$ cat src/rtl/hbc_pkg.sv
/*
 Package for the half-bridge command controller: timing figures,
 derived cycle counts, phase count and the per-phase command struct.
 Assumes a 40 MHz reference clock.
*/
package hbc_pkg;
   localparam int HBC_CLK_MHZ = 40;
   localparam int HBC_NPHASE = 3;
   // Times in nanoseconds and the carrier limit in hertz, as printed
   localparam int HBC_DEAD_NS = 1500;
   localparam int HBC_PULSE_NS = 500;
   localparam int HBC_FAULT_BUDGET_NS = 15000;
   localparam int HBC_SHUT_PULSE_NS = 3000;
   localparam int HBC_CARRIER_MAX_HZ = 20000;
   // Least times round up to whole cycles
   localparam int HBC_DEAD_CYC = (HBC_DEAD_NS * HBC_CLK_MHZ + 999) / 1000;
   localparam int HBC_PULSE_CYC = (HBC_PULSE_NS * HBC_CLK_MHZ + 999) / 1000;
   localparam int HBC_SHUT_CYC =
      (HBC_SHUT_PULSE_NS * HBC_CLK_MHZ + 999) / 1000;
   // Longest time rounds down
   localparam int HBC_FAULT_BUDGET_CYC =
      HBC_FAULT_BUDGET_NS * HBC_CLK_MHZ / 1000;
   // Shortest carrier period in cycles
   localparam int HBC_MIN_PERIOD_CYC =
      (HBC_CLK_MHZ * 1000000 + HBC_CARRIER_MAX_HZ - 1) / HBC_CARRIER_MAX_HZ;
   localparam int HBC_CW = 16;

   typedef struct packed {
      logic upper;
      logic lower;
   } hbc_cmd_t;
endpackage : hbc_pkg

$ cat src/rtl/hbc_ctrl.sv
/*
 Host-side controller for a three-phase half-bridge gate driver.
 Takes a requested upper/lower command per phase, inserts dead time,
 enforces least pulse widths, drives the command pins always, watches
 the shared open-drain fault/shutdown line and may pull it low itself.
 Assumes all inputs but the fault line synchronous to ref_clk, a board pull-up on the line.
*/
`timescale 1ns/1ps
`default_nettype none

// What this block does
// - At least 1.5 us dead time
// - Every command pulse at least 0.5 us unless a fault or shutdown cuts it
// - Carrier ticks closer than 20 kHz allows are flagged
// - Command pins always actively driven
// - All commands low within 15 us while clk_en is high
// - Shutdown pulses at least 3.0 us
// - Tied lines stop all three phases
module hbc_ctrl
   import hbc_pkg::*;
#(
   parameter int NPHASE = HBC_NPHASE
) (
   input wire logic ref_clk,
   input wire logic reset_n,
   input wire logic clk_en,
   input wire hbc_cmd_t [NPHASE-1:0] cmd_req,
   input wire logic period_tick,
   input wire logic shutdown_req,
   input wire logic fault_shutdown_line_in,
   output hbc_cmd_t [NPHASE-1:0] gate_cmd,
   output logic fault_shutdown_line_out,
   output logic fault_shutdown_line_oe,
   output logic fault_seen,
   output logic period_error
);
   // Refused at elaboration: a phase count outside what the timers and
   // the checker serve, dead, period or shutdown counts that the counter width
   // cannot hold, or a zero dead, pulse or shutdown count (it would underflow the reload value)
   if (NPHASE < 1 || NPHASE > 8) begin : g_bad_nphase
      $error("hbc_ctrl: NPHASE out of range");
   end
   if (HBC_DEAD_CYC < 1 || HBC_PULSE_CYC < 1 || HBC_SHUT_CYC < 1 ||
       HBC_MIN_PERIOD_CYC >= (1 << HBC_CW) ||
       HBC_DEAD_CYC >= (1 << HBC_CW) ||
       HBC_SHUT_CYC >= (1 << HBC_CW)) begin : g_bad_count
      $error("hbc_ctrl: timing count does not fit the timer width");
   end

   typedef enum logic [1:0] {HBC_OFF, HBC_DEAD, HBC_UP, HBC_LO} hbc_st_t;

   function automatic logic [HBC_CW-1:0] dec_sat(input logic [HBC_CW-1:0] v);
      dec_sat = (v == '0) ? v : v - 16'h0001;
   endfunction : dec_sat

   // Fault line synchroniser; stage one feeds stage two only
   logic sync1_q, sync1_d, sync2_q, sync2_d;
   // Own shutdown drive and its pulse-width counter
   logic shut_q, shut_d;
   logic [HBC_CW-1:0] shut_cnt_q, shut_cnt_d;
   // Open-drain data level, registered so the port comes from a flop
   logic line_lo_q, line_lo_d;
   // Carrier period watch
   logic [HBC_CW-1:0] per_cnt_q, per_cnt_d;
   logic per_err_q, per_err_d;
   logic fault_seen_q, fault_seen_d;
   hbc_st_t st_q [NPHASE], st_d [NPHASE];
   logic [HBC_CW-1:0] tmr_q [NPHASE], tmr_d [NPHASE];
   hbc_cmd_t [NPHASE-1:0] out_q, out_d;
   logic kill;

   assign kill = ~sync2_q | shut_q;

   // Two-stage synchroniser on the shared line; the flag follows it or the own shutdown drive
   always_comb begin
      sync1_d = fault_shutdown_line_in;
      sync2_d = sync1_q;
      fault_seen_d = ~sync2_q | shut_q;
   end

   // Own shutdown request kept for at least the least pulse width, so a
   // one-cycle request still gives the device a legal shutdown pulse;
   // the price is that a release may be seen up to 3 us late
   always_comb begin
      shut_d = shut_q;
      shut_cnt_d = dec_sat(shut_cnt_q);
      // The line is only ever pulled low; the enable does the work
      line_lo_d = 1'b0;
      if (shut_cnt_q == '0 && shutdown_req != shut_q) begin
         shut_d = shutdown_req;
         shut_cnt_d = HBC_CW'(HBC_SHUT_CYC - 1);
      end
   end

   // Ticks closer than the shortest carrier period are flagged; the
   // flag is sticky so that a single short period is never lost
   always_comb begin
      per_cnt_d = dec_sat(per_cnt_q);
      per_err_d = per_err_q;
      if (period_tick) begin
         if (per_cnt_q != '0) begin
            per_err_d = 1'b1;
         end
         per_cnt_d = HBC_CW'(HBC_MIN_PERIOD_CYC - 1);
      end
   end

   // Per phase: off -> dead -> one side on; never both on
   always_comb begin
      for (int p = 0; p < NPHASE; p++) begin
         st_d[p] = st_q[p];
         tmr_d[p] = dec_sat(tmr_q[p]);
         out_d[p] = out_q[p];
         unique case (st_q[p])
            HBC_OFF: begin
               if (!kill && tmr_q[p] == '0 &&
                   (cmd_req[p].upper ^ cmd_req[p].lower)) begin
                  st_d[p] = HBC_DEAD;
                  tmr_d[p] = HBC_CW'(HBC_DEAD_CYC - 1);
               end
            end
            HBC_DEAD: begin
               if (kill || !(cmd_req[p].upper ^ cmd_req[p].lower)) begin
                  st_d[p] = HBC_OFF;
                  tmr_d[p] = '0;
               end else if (tmr_q[p] == '0) begin
                  st_d[p] = cmd_req[p].upper ? HBC_UP : HBC_LO;
                  out_d[p].upper = cmd_req[p].upper;
                  out_d[p].lower = cmd_req[p].lower;
                  tmr_d[p] = HBC_CW'(HBC_PULSE_CYC - 1);
               end
            end
            HBC_UP, HBC_LO: begin
               if (kill) begin
                  // Fault overrides the pulse width floor
                  st_d[p] = HBC_OFF;
                  out_d[p] = '0;
                  tmr_d[p] = HBC_CW'(HBC_DEAD_CYC - 1);
               end else if (tmr_q[p] == '0 &&
                  ((st_q[p] == HBC_UP) ? !cmd_req[p].upper
                                        : !cmd_req[p].lower)) begin
                  st_d[p] = HBC_OFF;
                  out_d[p] = '0;
                  // Off time also at least the dead time (>= pulse width)
                  tmr_d[p] = HBC_CW'(HBC_DEAD_CYC - 1);
               end
            end
         endcase
      end
   end

   // Synchroniser resets to the pulled-up idle level, so no false fault
   // follows reset. A low line reaches the pins three edges later: two
   // for the synchroniser and one for the output register.
   always_ff @(posedge ref_clk or negedge reset_n) begin
      if (!reset_n) begin
         sync1_q <= 1'b1;
         sync2_q <= 1'b1;
         fault_seen_q <= 1'b0;
      end else if (clk_en) begin
         sync1_q <= sync1_d;
         sync2_q <= sync2_d;
         fault_seen_q <= fault_seen_d;
      end
   end

   always_ff @(posedge ref_clk or negedge reset_n) begin
      if (!reset_n) begin
         shut_q <= 1'b0;
         shut_cnt_q <= '0;
         line_lo_q <= 1'b0;
      end else if (clk_en) begin
         shut_q <= shut_d;
         shut_cnt_q <= shut_cnt_d;
         line_lo_q <= line_lo_d;
      end
   end

   always_ff @(posedge ref_clk or negedge reset_n) begin
      if (!reset_n) begin
         per_cnt_q <= '0;
         per_err_q <= 1'b0;
      end else if (clk_en) begin
         per_cnt_q <= per_cnt_d;
         per_err_q <= per_err_d;
      end
   end

   // Command pins leave reset low and are always driven, never floated
   always_ff @(posedge ref_clk or negedge reset_n) begin
      if (!reset_n) begin
         out_q <= '0;
         for (int p = 0; p < NPHASE; p++) begin
            st_q[p] <= HBC_OFF;
            tmr_q[p] <= '0;
         end
      end else if (clk_en) begin
         out_q <= out_d;
         for (int p = 0; p < NPHASE; p++) begin
            st_q[p] <= st_d[p];
            tmr_q[p] <= tmr_d[p];
         end
      end
   end

   assign gate_cmd = out_q;
   assign fault_shutdown_line_out = line_lo_q;
   assign fault_shutdown_line_oe = shut_q;
   assign fault_seen = fault_seen_q;
   assign period_error = per_err_q;
endmodule : hbc_ctrl

`default_nettype wire

$ cat config.mk
export PLATFORM = sky130hd
export DESIGN_NAME = hbc_ctrl
export DESIGN_NICKNAME = d
export VERILOG_FILES = /design/src/rtl/hbc_pkg.sv /design/src/rtl/hbc_ctrl.sv
export SDC_FILE = /design/constraint.sdc
export NUM_CORES = 1
export LEC_CHECK = 0
export BUFFER_PORTS_ARGS = -buffer_cell sky130_fd_sc_hd__buf_2
export CORE_ASPECT_RATIO = 0.9
export CORE_MARGIN = 3
export CORE_UTILIZATION = 55
export DETAILED_ROUTE_END_ITERATION = 6
export PLACE_DENSITY = 0.79
export RECOVER_POWER = 50
export SLEW_MARGIN = 20
export SYNTH_ARGS = -nofsm -noshare
export SYNTH_HDL_FRONTEND = slang
export SYNTH_SLANG_ARGS = --single-unit
$ cat constraint.sdc
create_clock -name ref_clk -period 6.4 [get_ports ref_clk]
set_input_delay 0.32 -clock ref_clk [delete_from_list [all_inputs] [get_ports ref_clk]]
set_output_delay 0.32 -clock ref_clk [all_outputs]
set_load 0.01 [all_outputs]
---- Yosys cells after proc, flatten, opt, wreduce, memory -nomap -nowiden ----
Cells that the tools add are included.
cells by class
  muxes and demuxes ....................... 58
  equal/unequal tests ..................... 27
  reductions and logical operators ........ 48
  bitwise gates (word level) .............. 5
  add/sub/neg operators ................... 5
operators by type and width
  cell                                                                  number
  16-bit two-way mux                                                    22
  16-bit case mux with 3 select lines                                   3
  16-bit logical NOT                                                    5
  16-bit by 1-bit subtractor with 16-bit output, second input constant  5
  2-bit two-way mux                                                     21
  2-bit != test, second input constant                                  10
  3-bit != test, second input constant                                  6
  2-bit case mux with 3 select lines                                    3
  16-bit nonzero test                                                   1
  5-bit AND reduction                                                   3
  2-bit == test, second input constant                                  6
  2-bit case mux with 2 select lines                                    3
  4-bit AND reduction                                                   3
  1-bit logical AND                                                     10
  1-bit logical NOT                                                     10
  2-bit by 1-bit == test with 1-bit output, second input constant       3
  2-bit logical NOT                                                     3
  1-bit two-way mux                                                     6
  2-bit AND reduction                                                   3
  2-bit nonzero test                                                    3
  2-bit OR reduction                                                    3
  1-bit logical OR                                                      3
  3-bit AND reduction                                                   1
  1-bit XOR                                                             3
  other kinds (4)                                                       4
word-level totals
  register bits ........................... 97
  output and inout port bits .............. 10
  logic and storage cells ................. 162

---- Logic depth before layout (Yosys ltp) ----
Gate-level depths: netlist (run 1).
  depth after elaboration ................. 7
  gate-level depth with buffers ........... 12

---- Least setup slack after synthesis (run 1) ----
OpenSTA, ideal clock, no wires.
  kind .................................... flip-flop to flip-flop
  start ................................... register tmr_q[32] (netlist name)
  end ..................................... register st_q[4] (netlist name)
  path buffers ............................ 1
  stages on the path, launching flop included .. 12
  data arrival time ....................... 2.327 ns
  library setup time ...................... 0.125 ns
  setup slack ............................. 3.949 ns
  data required time ...................... 6.275 ns
  cells stage by stage .................... dfrtp_1 inv_1 ha_1 nor4b_1 nand2_1 nor2_2 inv_1 buf_2 a311oi_1 o211ai_2 nor2_4 mux2_2
on the way
  cells in the longest elaborated chain, start to end .. 5
RTL lines
  what                                      RTL line                                           source
  start, declared                           hbc_ctrl.sv:68                                     logic [HBC_CW-1:0] tmr_q [NPHASE], tmr_d [NPHASE];
  start signal, assigned by index           hbc_ctrl.sv:201                                    tmr_q[p] <= tmr_d[p];
  16-bit logical NOT (*)                    hbc_ctrl.sv:116, hbc_ctrl.sv:126, hbc_ctrl.sv:139
  1-bit logical AND (2 in a row)            hbc_ctrl.sv:116                                    if (!kill && tmr_q[p] == '0 &&
  2-bit != test (no source line)            -
  4-bit AND reduction (no source line) (*)  -
  end signal, assigned by index             hbc_ctrl.sv:200                                    st_q[p] <= st_d[p];
  end, declared                             hbc_ctrl.sv:67                                     hbc_st_t st_q [NPHASE], st_d [NPHASE];
Mark *: on every way between the ends. The rest lies on a longest branch, timed or not.
A chain may end at the register's enable or synchronous reset.

---- Worst setup path after layout (run 1) ----
  start ................................... register sync2_q
  end ..................................... register st_q[2] (netlist name)
on the way
  cells in the longest elaborated chain, start to end .. 7
RTL lines
  what                                  RTL line         source
  start, declared                       hbc_ctrl.sv:57   logic sync1_q, sync1_d, sync2_q, sync2_d;
  start signal, assigned                hbc_ctrl.sv:162  sync2_q <= sync2_d;
  1-bit NOT (*)                         hbc_ctrl.sv:72   assign kill = ~sync2_q | shut_q;
  1-bit bitwise OR (*)                  hbc_ctrl.sv:72
  1-bit logical NOT                     hbc_ctrl.sv:116
  1-bit logical AND (2 in a row)        hbc_ctrl.sv:116
  2-bit != test (no source line)        -
  4-bit AND reduction (no source line)  -
Marks and branches as above.

==> results.py, run 1 <==
metrics = {
    "clocking": {
        "cts_made_buffers": 9,
        "clock_tree.root_cell": "sky130_fd_sc_hd__clkbuf_16",
        "cts-hold-fix-buffers": 1,
        "insertion_delay_ps": 350,
        "post_cts.resized_instances": 0,
        "cts.sink_count": 97,
        "cts_tree": "built",
        "post-cts-setup-buffer-count": 0,
        "cts.path.max_buffers": 2,
        "cts_max_level": 3,
        "cts.clk_slew.worst_paths_ps": 70,
    },
    "synthesis": {
        "post-synth-top-area-cell": "sky130_fd_sc_hd__dfrtp_1",
        "synth_top_cell_area_share_pct": 39.6,
        "synth_seq_cells": 97,
        "synthesis_warning_total": 0,
        "synth.most_common_cell": "sky130_fd_sc_hd__dfrtp_1",
        "synth-edff-count": 0,
        "postSynthAreaPerCell_um2": 8.69,
        "synth.top_cells.by_area": "sky130_fd_sc_hd__dfrtp_1 (40%), sky130_fd_sc_hd__nor2_1 (4.7%), sky130_fd_sc_hd__o21ai_0 (3.9%)",
        "synth_nets": 716,
        "proportion_of_register_bits_with_asynchronous_set_or_reset_after_synthesis_pct": 100,
        "postSynth.topFlopCell": "sky130_fd_sc_hd__dfrtp_1",
        "synth_top_cells_by_count": "sky130_fd_sc_hd__dfrtp_1 (95), sky130_fd_sc_hd__nor2_1 (76), sky130_fd_sc_hd__nand2_1 (50)",
        "synth_sequential_area_ratio_pct": 40.4,
        "syn_inst": 692,
        "synth.cell_area_um2": 6010,
        "post_synth_num_cell_types": 75,
    },
    "floorplan": {
        "row_count": 35,
        "die-area_um2": 12200,
        "core_area_um2": 10500,
        "initial_utilization_pct": 57.4,
        "die_width_um": 116,
        "io-pin-count": 22,
        "die_h_um": 105,
    },
    "cells_and_area": {
        "drive_above_1_share_pct": 8.69,
        "flow.area_growth_from_synthesis_pct": 8.43,
        "layout.filler_cells": 875,
        "fin_nets": 721,
        "finish.cell_count_without_fillers": 831,
        "antennaDiodeCount": 0,
    },
    "power": {
        "max-vdd-ir-drop_mv": 0.243,
        "power.leakage_nw": 2.63,
        "powerDensity_nw_per_um2": 376,
    },
    "worst_hold_path": {
        "whs_path_depth": 2,
        "hold_path_startpoint": "fault_shutdown_line_in",
        "holdPathEnd": "sync1_q",
        "worst_hold_path_type": "input pin to flip-flop",
    },
    "place": {
        "port_buffers": 20,
        "numPlacedInstances": 814,
        "gp_congestion": 0.870,
        "detailed_place_hpwl_um": 9590,
    },
    "routing": {
        "drt-total-wl_um": 14000,
        "firstDrtPassIters": 7,
        "dr.first_iter.drc_count": 572,
        "vias_per_cell": 6.49,
        "drtAntennaViolNets": 0,
        "wl_per_cell_um": 16.8,
        "via_count": 5397,
        "drc_errors": 0,
    },
    "sta": {
        "final.setup.tns_ps": 0,
        "timing.max_slew.rel_slack_pct": 32.3,
        "max_clock_freq_ghz": 0.298,
        "worst_clock_skew_ps": 9.36,
        "timing_worst_slew_pin_value_ps": 1020,
        "rsz0062_at_grt": "false",
        "drv_slew": 0,
        "timing.final.hold_violations": 0,
        "tightest_hold_margin_ps": 206,
        "layout_worst_path_cycle_share_pct": 52.4,
        "clock_period_minus_final_worst_setup_slack_ps": 3350,
        "setup_violations": 0,
    },
    "worst_setup_path": {
        "critPathSlowestCell": "sky130_fd_sc_hd__clkbuf_1",
        "critPathRequiredTime_ps": 6630,
        "cpPeakStageDelay_ps": 660,
        "path_class": "flip-flop to flip-flop",
        "setup.reg_to_reg.worst_slack_ps": 3050,
        "timing.reg2reg.worst_path_depth": 7,
        "crit_path_max_fanout": 18,
        "timing.rr.start": "sync2_q",
        "signal_arrival_time_at_the_worst_endpoint_ps": 3590,
        "timing.critical_path.to_type": "flip-flop",
        "timing.rr.end": "st_q[2]",
        "crit_chain": "nor2b_1 -> clkbuf_1 -> nand2_1 -> nor3_1 -> a211oi_1 -> nor2_1 -> mux2_2",
        "cp-start-kind": "flip-flop",
    },
    "global_routing": {
        "overflow": 0,
        "number_of_global_route_vias_before_repair": 5039,
        "grt_first_pass_wirelength_um": 24100,
        "maximum_number_of_pins_on_one_net_before_global_route_repair": 83,
        "grt.total_usage_pct": 24.0,
        "antenna_found_initial": 0,
    },
    "run_status": {
        "status": "completed",
    },
    "job": {
        "drv.max_cap_violation_count": 0,
    },
}
==> worst max-delay path, delay by kind of cell, from the launching register on <==
family          cells  cell delay [ps]
compound gates      1               90
buf+inv             1              660
flops               1              560
mux                 1              410
simple gates        4             1520
==> metrics by stage <==
stage               power [mW]  utilization, %  setup WS [ps]  cell area (µm²)
floorplan                 1.60               -           3950             6010
global placement          1.77            59.0           3540             6180
detailed placement        1.81            59.0           3390             6180
CTS                       2.45            62.4           3380             6530
global route              2.62            62.3           2810             6520
finish                    2.45            62.3           3050             6520
==> cell families after synthesis <==
family          count (synthesis)  share of synthesized area (%)
fa+ha+maj                      12                           2.50
buf+inv                        58                           3.75
mux                            18                           3.27
flops                          97                           40.4
other cells                     1                         0.0624
xor+xnor                       31                           4.52
compound gates                171                           18.7
simple gates                  304                           26.7
==> report_power, final <==
group	leakage (nW)	switching, mW	internal (mW)
sequential	1.20	0.211	0.773
combinational	1.27	0.482	0.360
clock	0.166	0.231	0.392
total	2.63	0.924	1.52
==> sequential cells by signal, summed over array words and instances (netlist names) <==
name	flops
per_cnt_q	16
st_q	6
sync1_q	1
gate_cmd	6
sync2_q	1
period_error	1
shut_cnt_q	16
fault_shutdown_line_oe	1
tmr_q	48
fault_seen	1
==> how the worst max path moves through the flow <==
stage / depth (start not counted) / slack, ps / from / end
3_3_place_gp: 6 / 3540 / tmr_q[23] / st_q[2]
6_report: 7 / 3050 / sync2_q / st_q[2]
2_1_floorplan: 11 / 3950 / tmr_q[32] / st_q[4]
5_1_grt: 7 / 2810 / sync2_q / st_q[2]
3_5_place_dp: 6 / 3390 / tmr_q[23] / st_q[2]
4_1_cts: 10 / 3380 / tmr_q[32] / st_q[4]
==> layout by cell type, fill, tap and decap left out, drive strengths merged, types with 4 or more instances in the layout <==
master and n:
o22ai 5, nor3 33, a211oi 5, a21o 6, nand4 7, xor2 12, and3 5, ha 12
o31ai 9, nand2b 18, xnor2 19, nand2 50, o211ai 5, mux2 13, nor3b 4, nand3 29
and2 5, nor4b 5, clkbuf 22, o311ai 6, a31oi 9, inv 27, nor2b 12, dfrtp 95
o21ai 48, or2 5, nor4 21, nor2 80, or3 7, mux2i 5, a21oi 37, buf 12
or4 9
==> per-layer routing <==
| metal | global-route usage, % | part of all wire (%) | vias up |
|---|---|---|---|
| li1 | - | - | 2544 |
| met5 | 0 | 0 | - |
| met3 | 5.79 | 7.1 | 21 |
| met1 | 34.7 | 45 | 2618 |
| met4 | 5.63 | 1.6 | 0 |
| met2 | 36.5 | 46 | 214 |
==> layout make-up <==
type                       count  area [µm²]  area share (%)
sequential                    97        2430            37.3
timing repair buffer          24         120            1.84
clock inverter                 5         103            1.57
tap                          129         161            2.48
inverter                      28         105            1.61
multi-input combinational    537        3360            51.5
clock buffer                  11         243            3.72
No activity file was read; power rests on OpenSTA's default activity.
==> run 2, diff against run 1 <==
Clock period 6.4 ns to 3.45 ns, I/O delays scaled along.
==> run 2 against run 1 <==
Net effect:
- the flow now finishes with violations (max-capacitance violations, max-slew violations)
- global-route usage decreased by 0.83 points
- critical path depth is 2 higher
- via count is 1.2% lower
- combinational power rose by 85%
- critical endpoint is now tmr_q[16]
- routed wire length decreased by 2.6%
- sequential cell count is the same
- critical path type unchanged
- non-clock buffer count grew 7
- worst setup slack got worse by 2300 ps
- die area stayed put
==> results.py, run 2 (synthesized netlist as in run 1, its figures left out) <==
metrics = {
    "run_status": {
        "status": "complete, but fails checks",
        "violations": "max-capacitance violations, max-slew violations",
    },
    "global_routing": {
        "grt_first_pass_wirelength_um": 23300,
        "number_of_global_route_vias_before_repair": 5038,
        "grt.total_usage_pct": 23.2,
        "maximum_number_of_pins_on_one_net_before_global_route_repair": 72,
        "overflow": 0,
        "antenna_found_initial": 0,
    },
    "sta": {
        "worst_clock_skew_ps": 6.69,
        "timing.max_slew.rel_slack_pct": -17.4,
        "final.setup.tns_ps": 0,
        "layout_worst_path_cycle_share_pct": 79.3,
        "timing_worst_slew_pin_value_ps": 1760,
        "drv_slew": 72,
        "setup_violations": 0,
        "rsz0062_at_grt": "false",
        "clock_period_minus_final_worst_setup_slack_ps": 2740,
        "max_clock_freq_ghz": 0.365,
        "timing.final.hold_violations": 0,
    },
    "cells_and_area": {
        "flow.area_growth_from_synthesis_pct": 8.81,
        "postLayoutCoreUtil_pct": 62.5,
        "top_register": "tmr_q",
        "fin_nets": 728,
        "drive_above_1_share_pct": 10.5,
        "final_area_um2": 6540,
        "largestRegisters": "tmr_q (48), per_cnt_q (16), shut_cnt_q (16)",
        "final_cell_mix": "sky130_fd_sc_hd__dfrtp_1 (95), sky130_fd_sc_hd__nor2_1 (76), sky130_fd_sc_hd__nand2_1 (50)",
        "most_common_cell_after_layout_fill_and_taps_aside": "sky130_fd_sc_hd__dfrtp_1",
        "largest_reg_flops": 48,
        "antennaDiodeCount": 0,
    },
    "routing": {
        "firstDrtPassIters": 5,
        "drtAntennaViolNets": 0,
        "drc_errors": 0,
        "via_count": 5330,
        "dr.first_iter.drc_count": 387,
        "drt-total-wl_um": 13600,
        "vias_per_cell": 6.37,
        "wl_per_cell_um": 16.3,
    },
    "clocking": {
        "cts_max_level": 3,
        "post_cts.resized_instances": 0,
        "cts_tree": "built",
        "insertion_delay_ps": 340,
        "cts.sink_count": 97,
        "clock_tree.root_cell": "sky130_fd_sc_hd__clkbuf_16",
        "cts.clk_slew.worst_paths_ps": 70,
        "cts-hold-fix-buffers": 0,
        "cts.path.max_buffers": 2,
        "cts_made_buffers": 9,
        "post-cts-setup-buffer-count": 0,
    },
    "place": {
        "gp_congestion": 0.912,
        "detailed_place_hpwl_um": 9650,
        "port_buffers": 20,
        "place_area_um2": 6240,
    },
    "worst_setup_path": {
        "signal_arrival_time_at_the_worst_endpoint_ps": 3020,
        "cp-start-kind": "flip-flop",
        "timing.reg2reg.worst_path_depth": 9,
        "path_class": "flip-flop to flip-flop",
        "timing.critical_path.to_type": "flip-flop",
        "critPathRequiredTime_ps": 3730,
        "crit_path_max_fanout": 10,
    },
    "floorplan": {
        "io-pin-count": 22,
        "initial_utilization_pct": 57.4,
        "die_h_um": 105,
        "core_area_um2": 10500,
        "row_count": 35,
        "die-area_um2": 12200,
        "die_width_um": 116,
    },
    "job": {
        "drv.max_cap_violation_count": 1,
    },
    "worst_hold_path": {
        "whs_path_depth": 2,
        "worst_hold_path_type": "input pin to flip-flop",
    },
    "power": {
        "max-vdd-ir-drop_mv": 0.366,
        "power.leakage_nw": 2.67,
        "powerDensity_nw_per_um2": 680,
    },
}
## run 2: area by class of cell
cell class | count | area (µm²)
Tap cell | 129 | 161
Inverter | 28 | 105
Timing Repair Buffer | 31 | 170
Clock inverter | 5 | 78.8
Clock buffer | 10 | 239
Multi-Input combinational cell | 537 | 3360
Fill cell | 864 | 3930
Sequential cell | 97 | 2430
## run 2: worst max-delay path, cell delays in order, from the launching register on
cell,delay (ps)
sky130_fd_sc_hd__dfrtp_1,420
sky130_fd_sc_hd__or4_1,590
sky130_fd_sc_hd__nand2b_1,340
sky130_fd_sc_hd__nor2_2,310
sky130_fd_sc_hd__clkinv_1,270
sky130_fd_sc_hd__ha_1,250
sky130_fd_sc_hd__o21ai_0,150
sky130_fd_sc_hd__nand2_1,70
sky130_fd_sc_hd__a21oi_1,170
sky130_fd_sc_hd__a21o_1,100
## run 2: worst paths after layout
kind,start,end,slack [ps]
max,tmr_q[23],tmr_q[16],710
min,fault_shutdown_line_in,sync1_q,60
max reg2reg,tmr_q[23],tmr_q[16],710
min reg2reg,period_error,period_error,480
max in group asynchronous,reset_n,tmr_q[22],1710
min in group asynchronous,reset_n,tmr_q[14],300
## run 2: where the power goes
group	internal, mW	leakage, nW	switching [mW]
Sequential	1.43	1.20	0.378
Clock	0.651	0.159	0.419
Combinational	0.681	1.32	0.883
## run 2: through the flow
step	hold WS (ps)	setup WS (ps)	cells	power, mW
global placement	363	859	822	3.29
detailed placement	372	740	822	3.36
finish	64.9	713	837	4.45
floorplan	-123	999	692	2.97
CTS	1.61	726	837	4.45
global route	46.0	492	837	4.79
## run 2: per-layer routing
layer | global-route usage [%] | vias to the layer above | wire length, µm | part of all wire (%)
met2 | 36.9 | 166 | 6460 | 47
met4 | 6.13 | 0 | 187 | 1.4
met3 | 5.39 | 24 | 931 | 6.8
met1 | 31.8 | 2578 | 6030 | 44
li1 | - | 2562 | - | -
met5 | 0 | - | 0 | 0
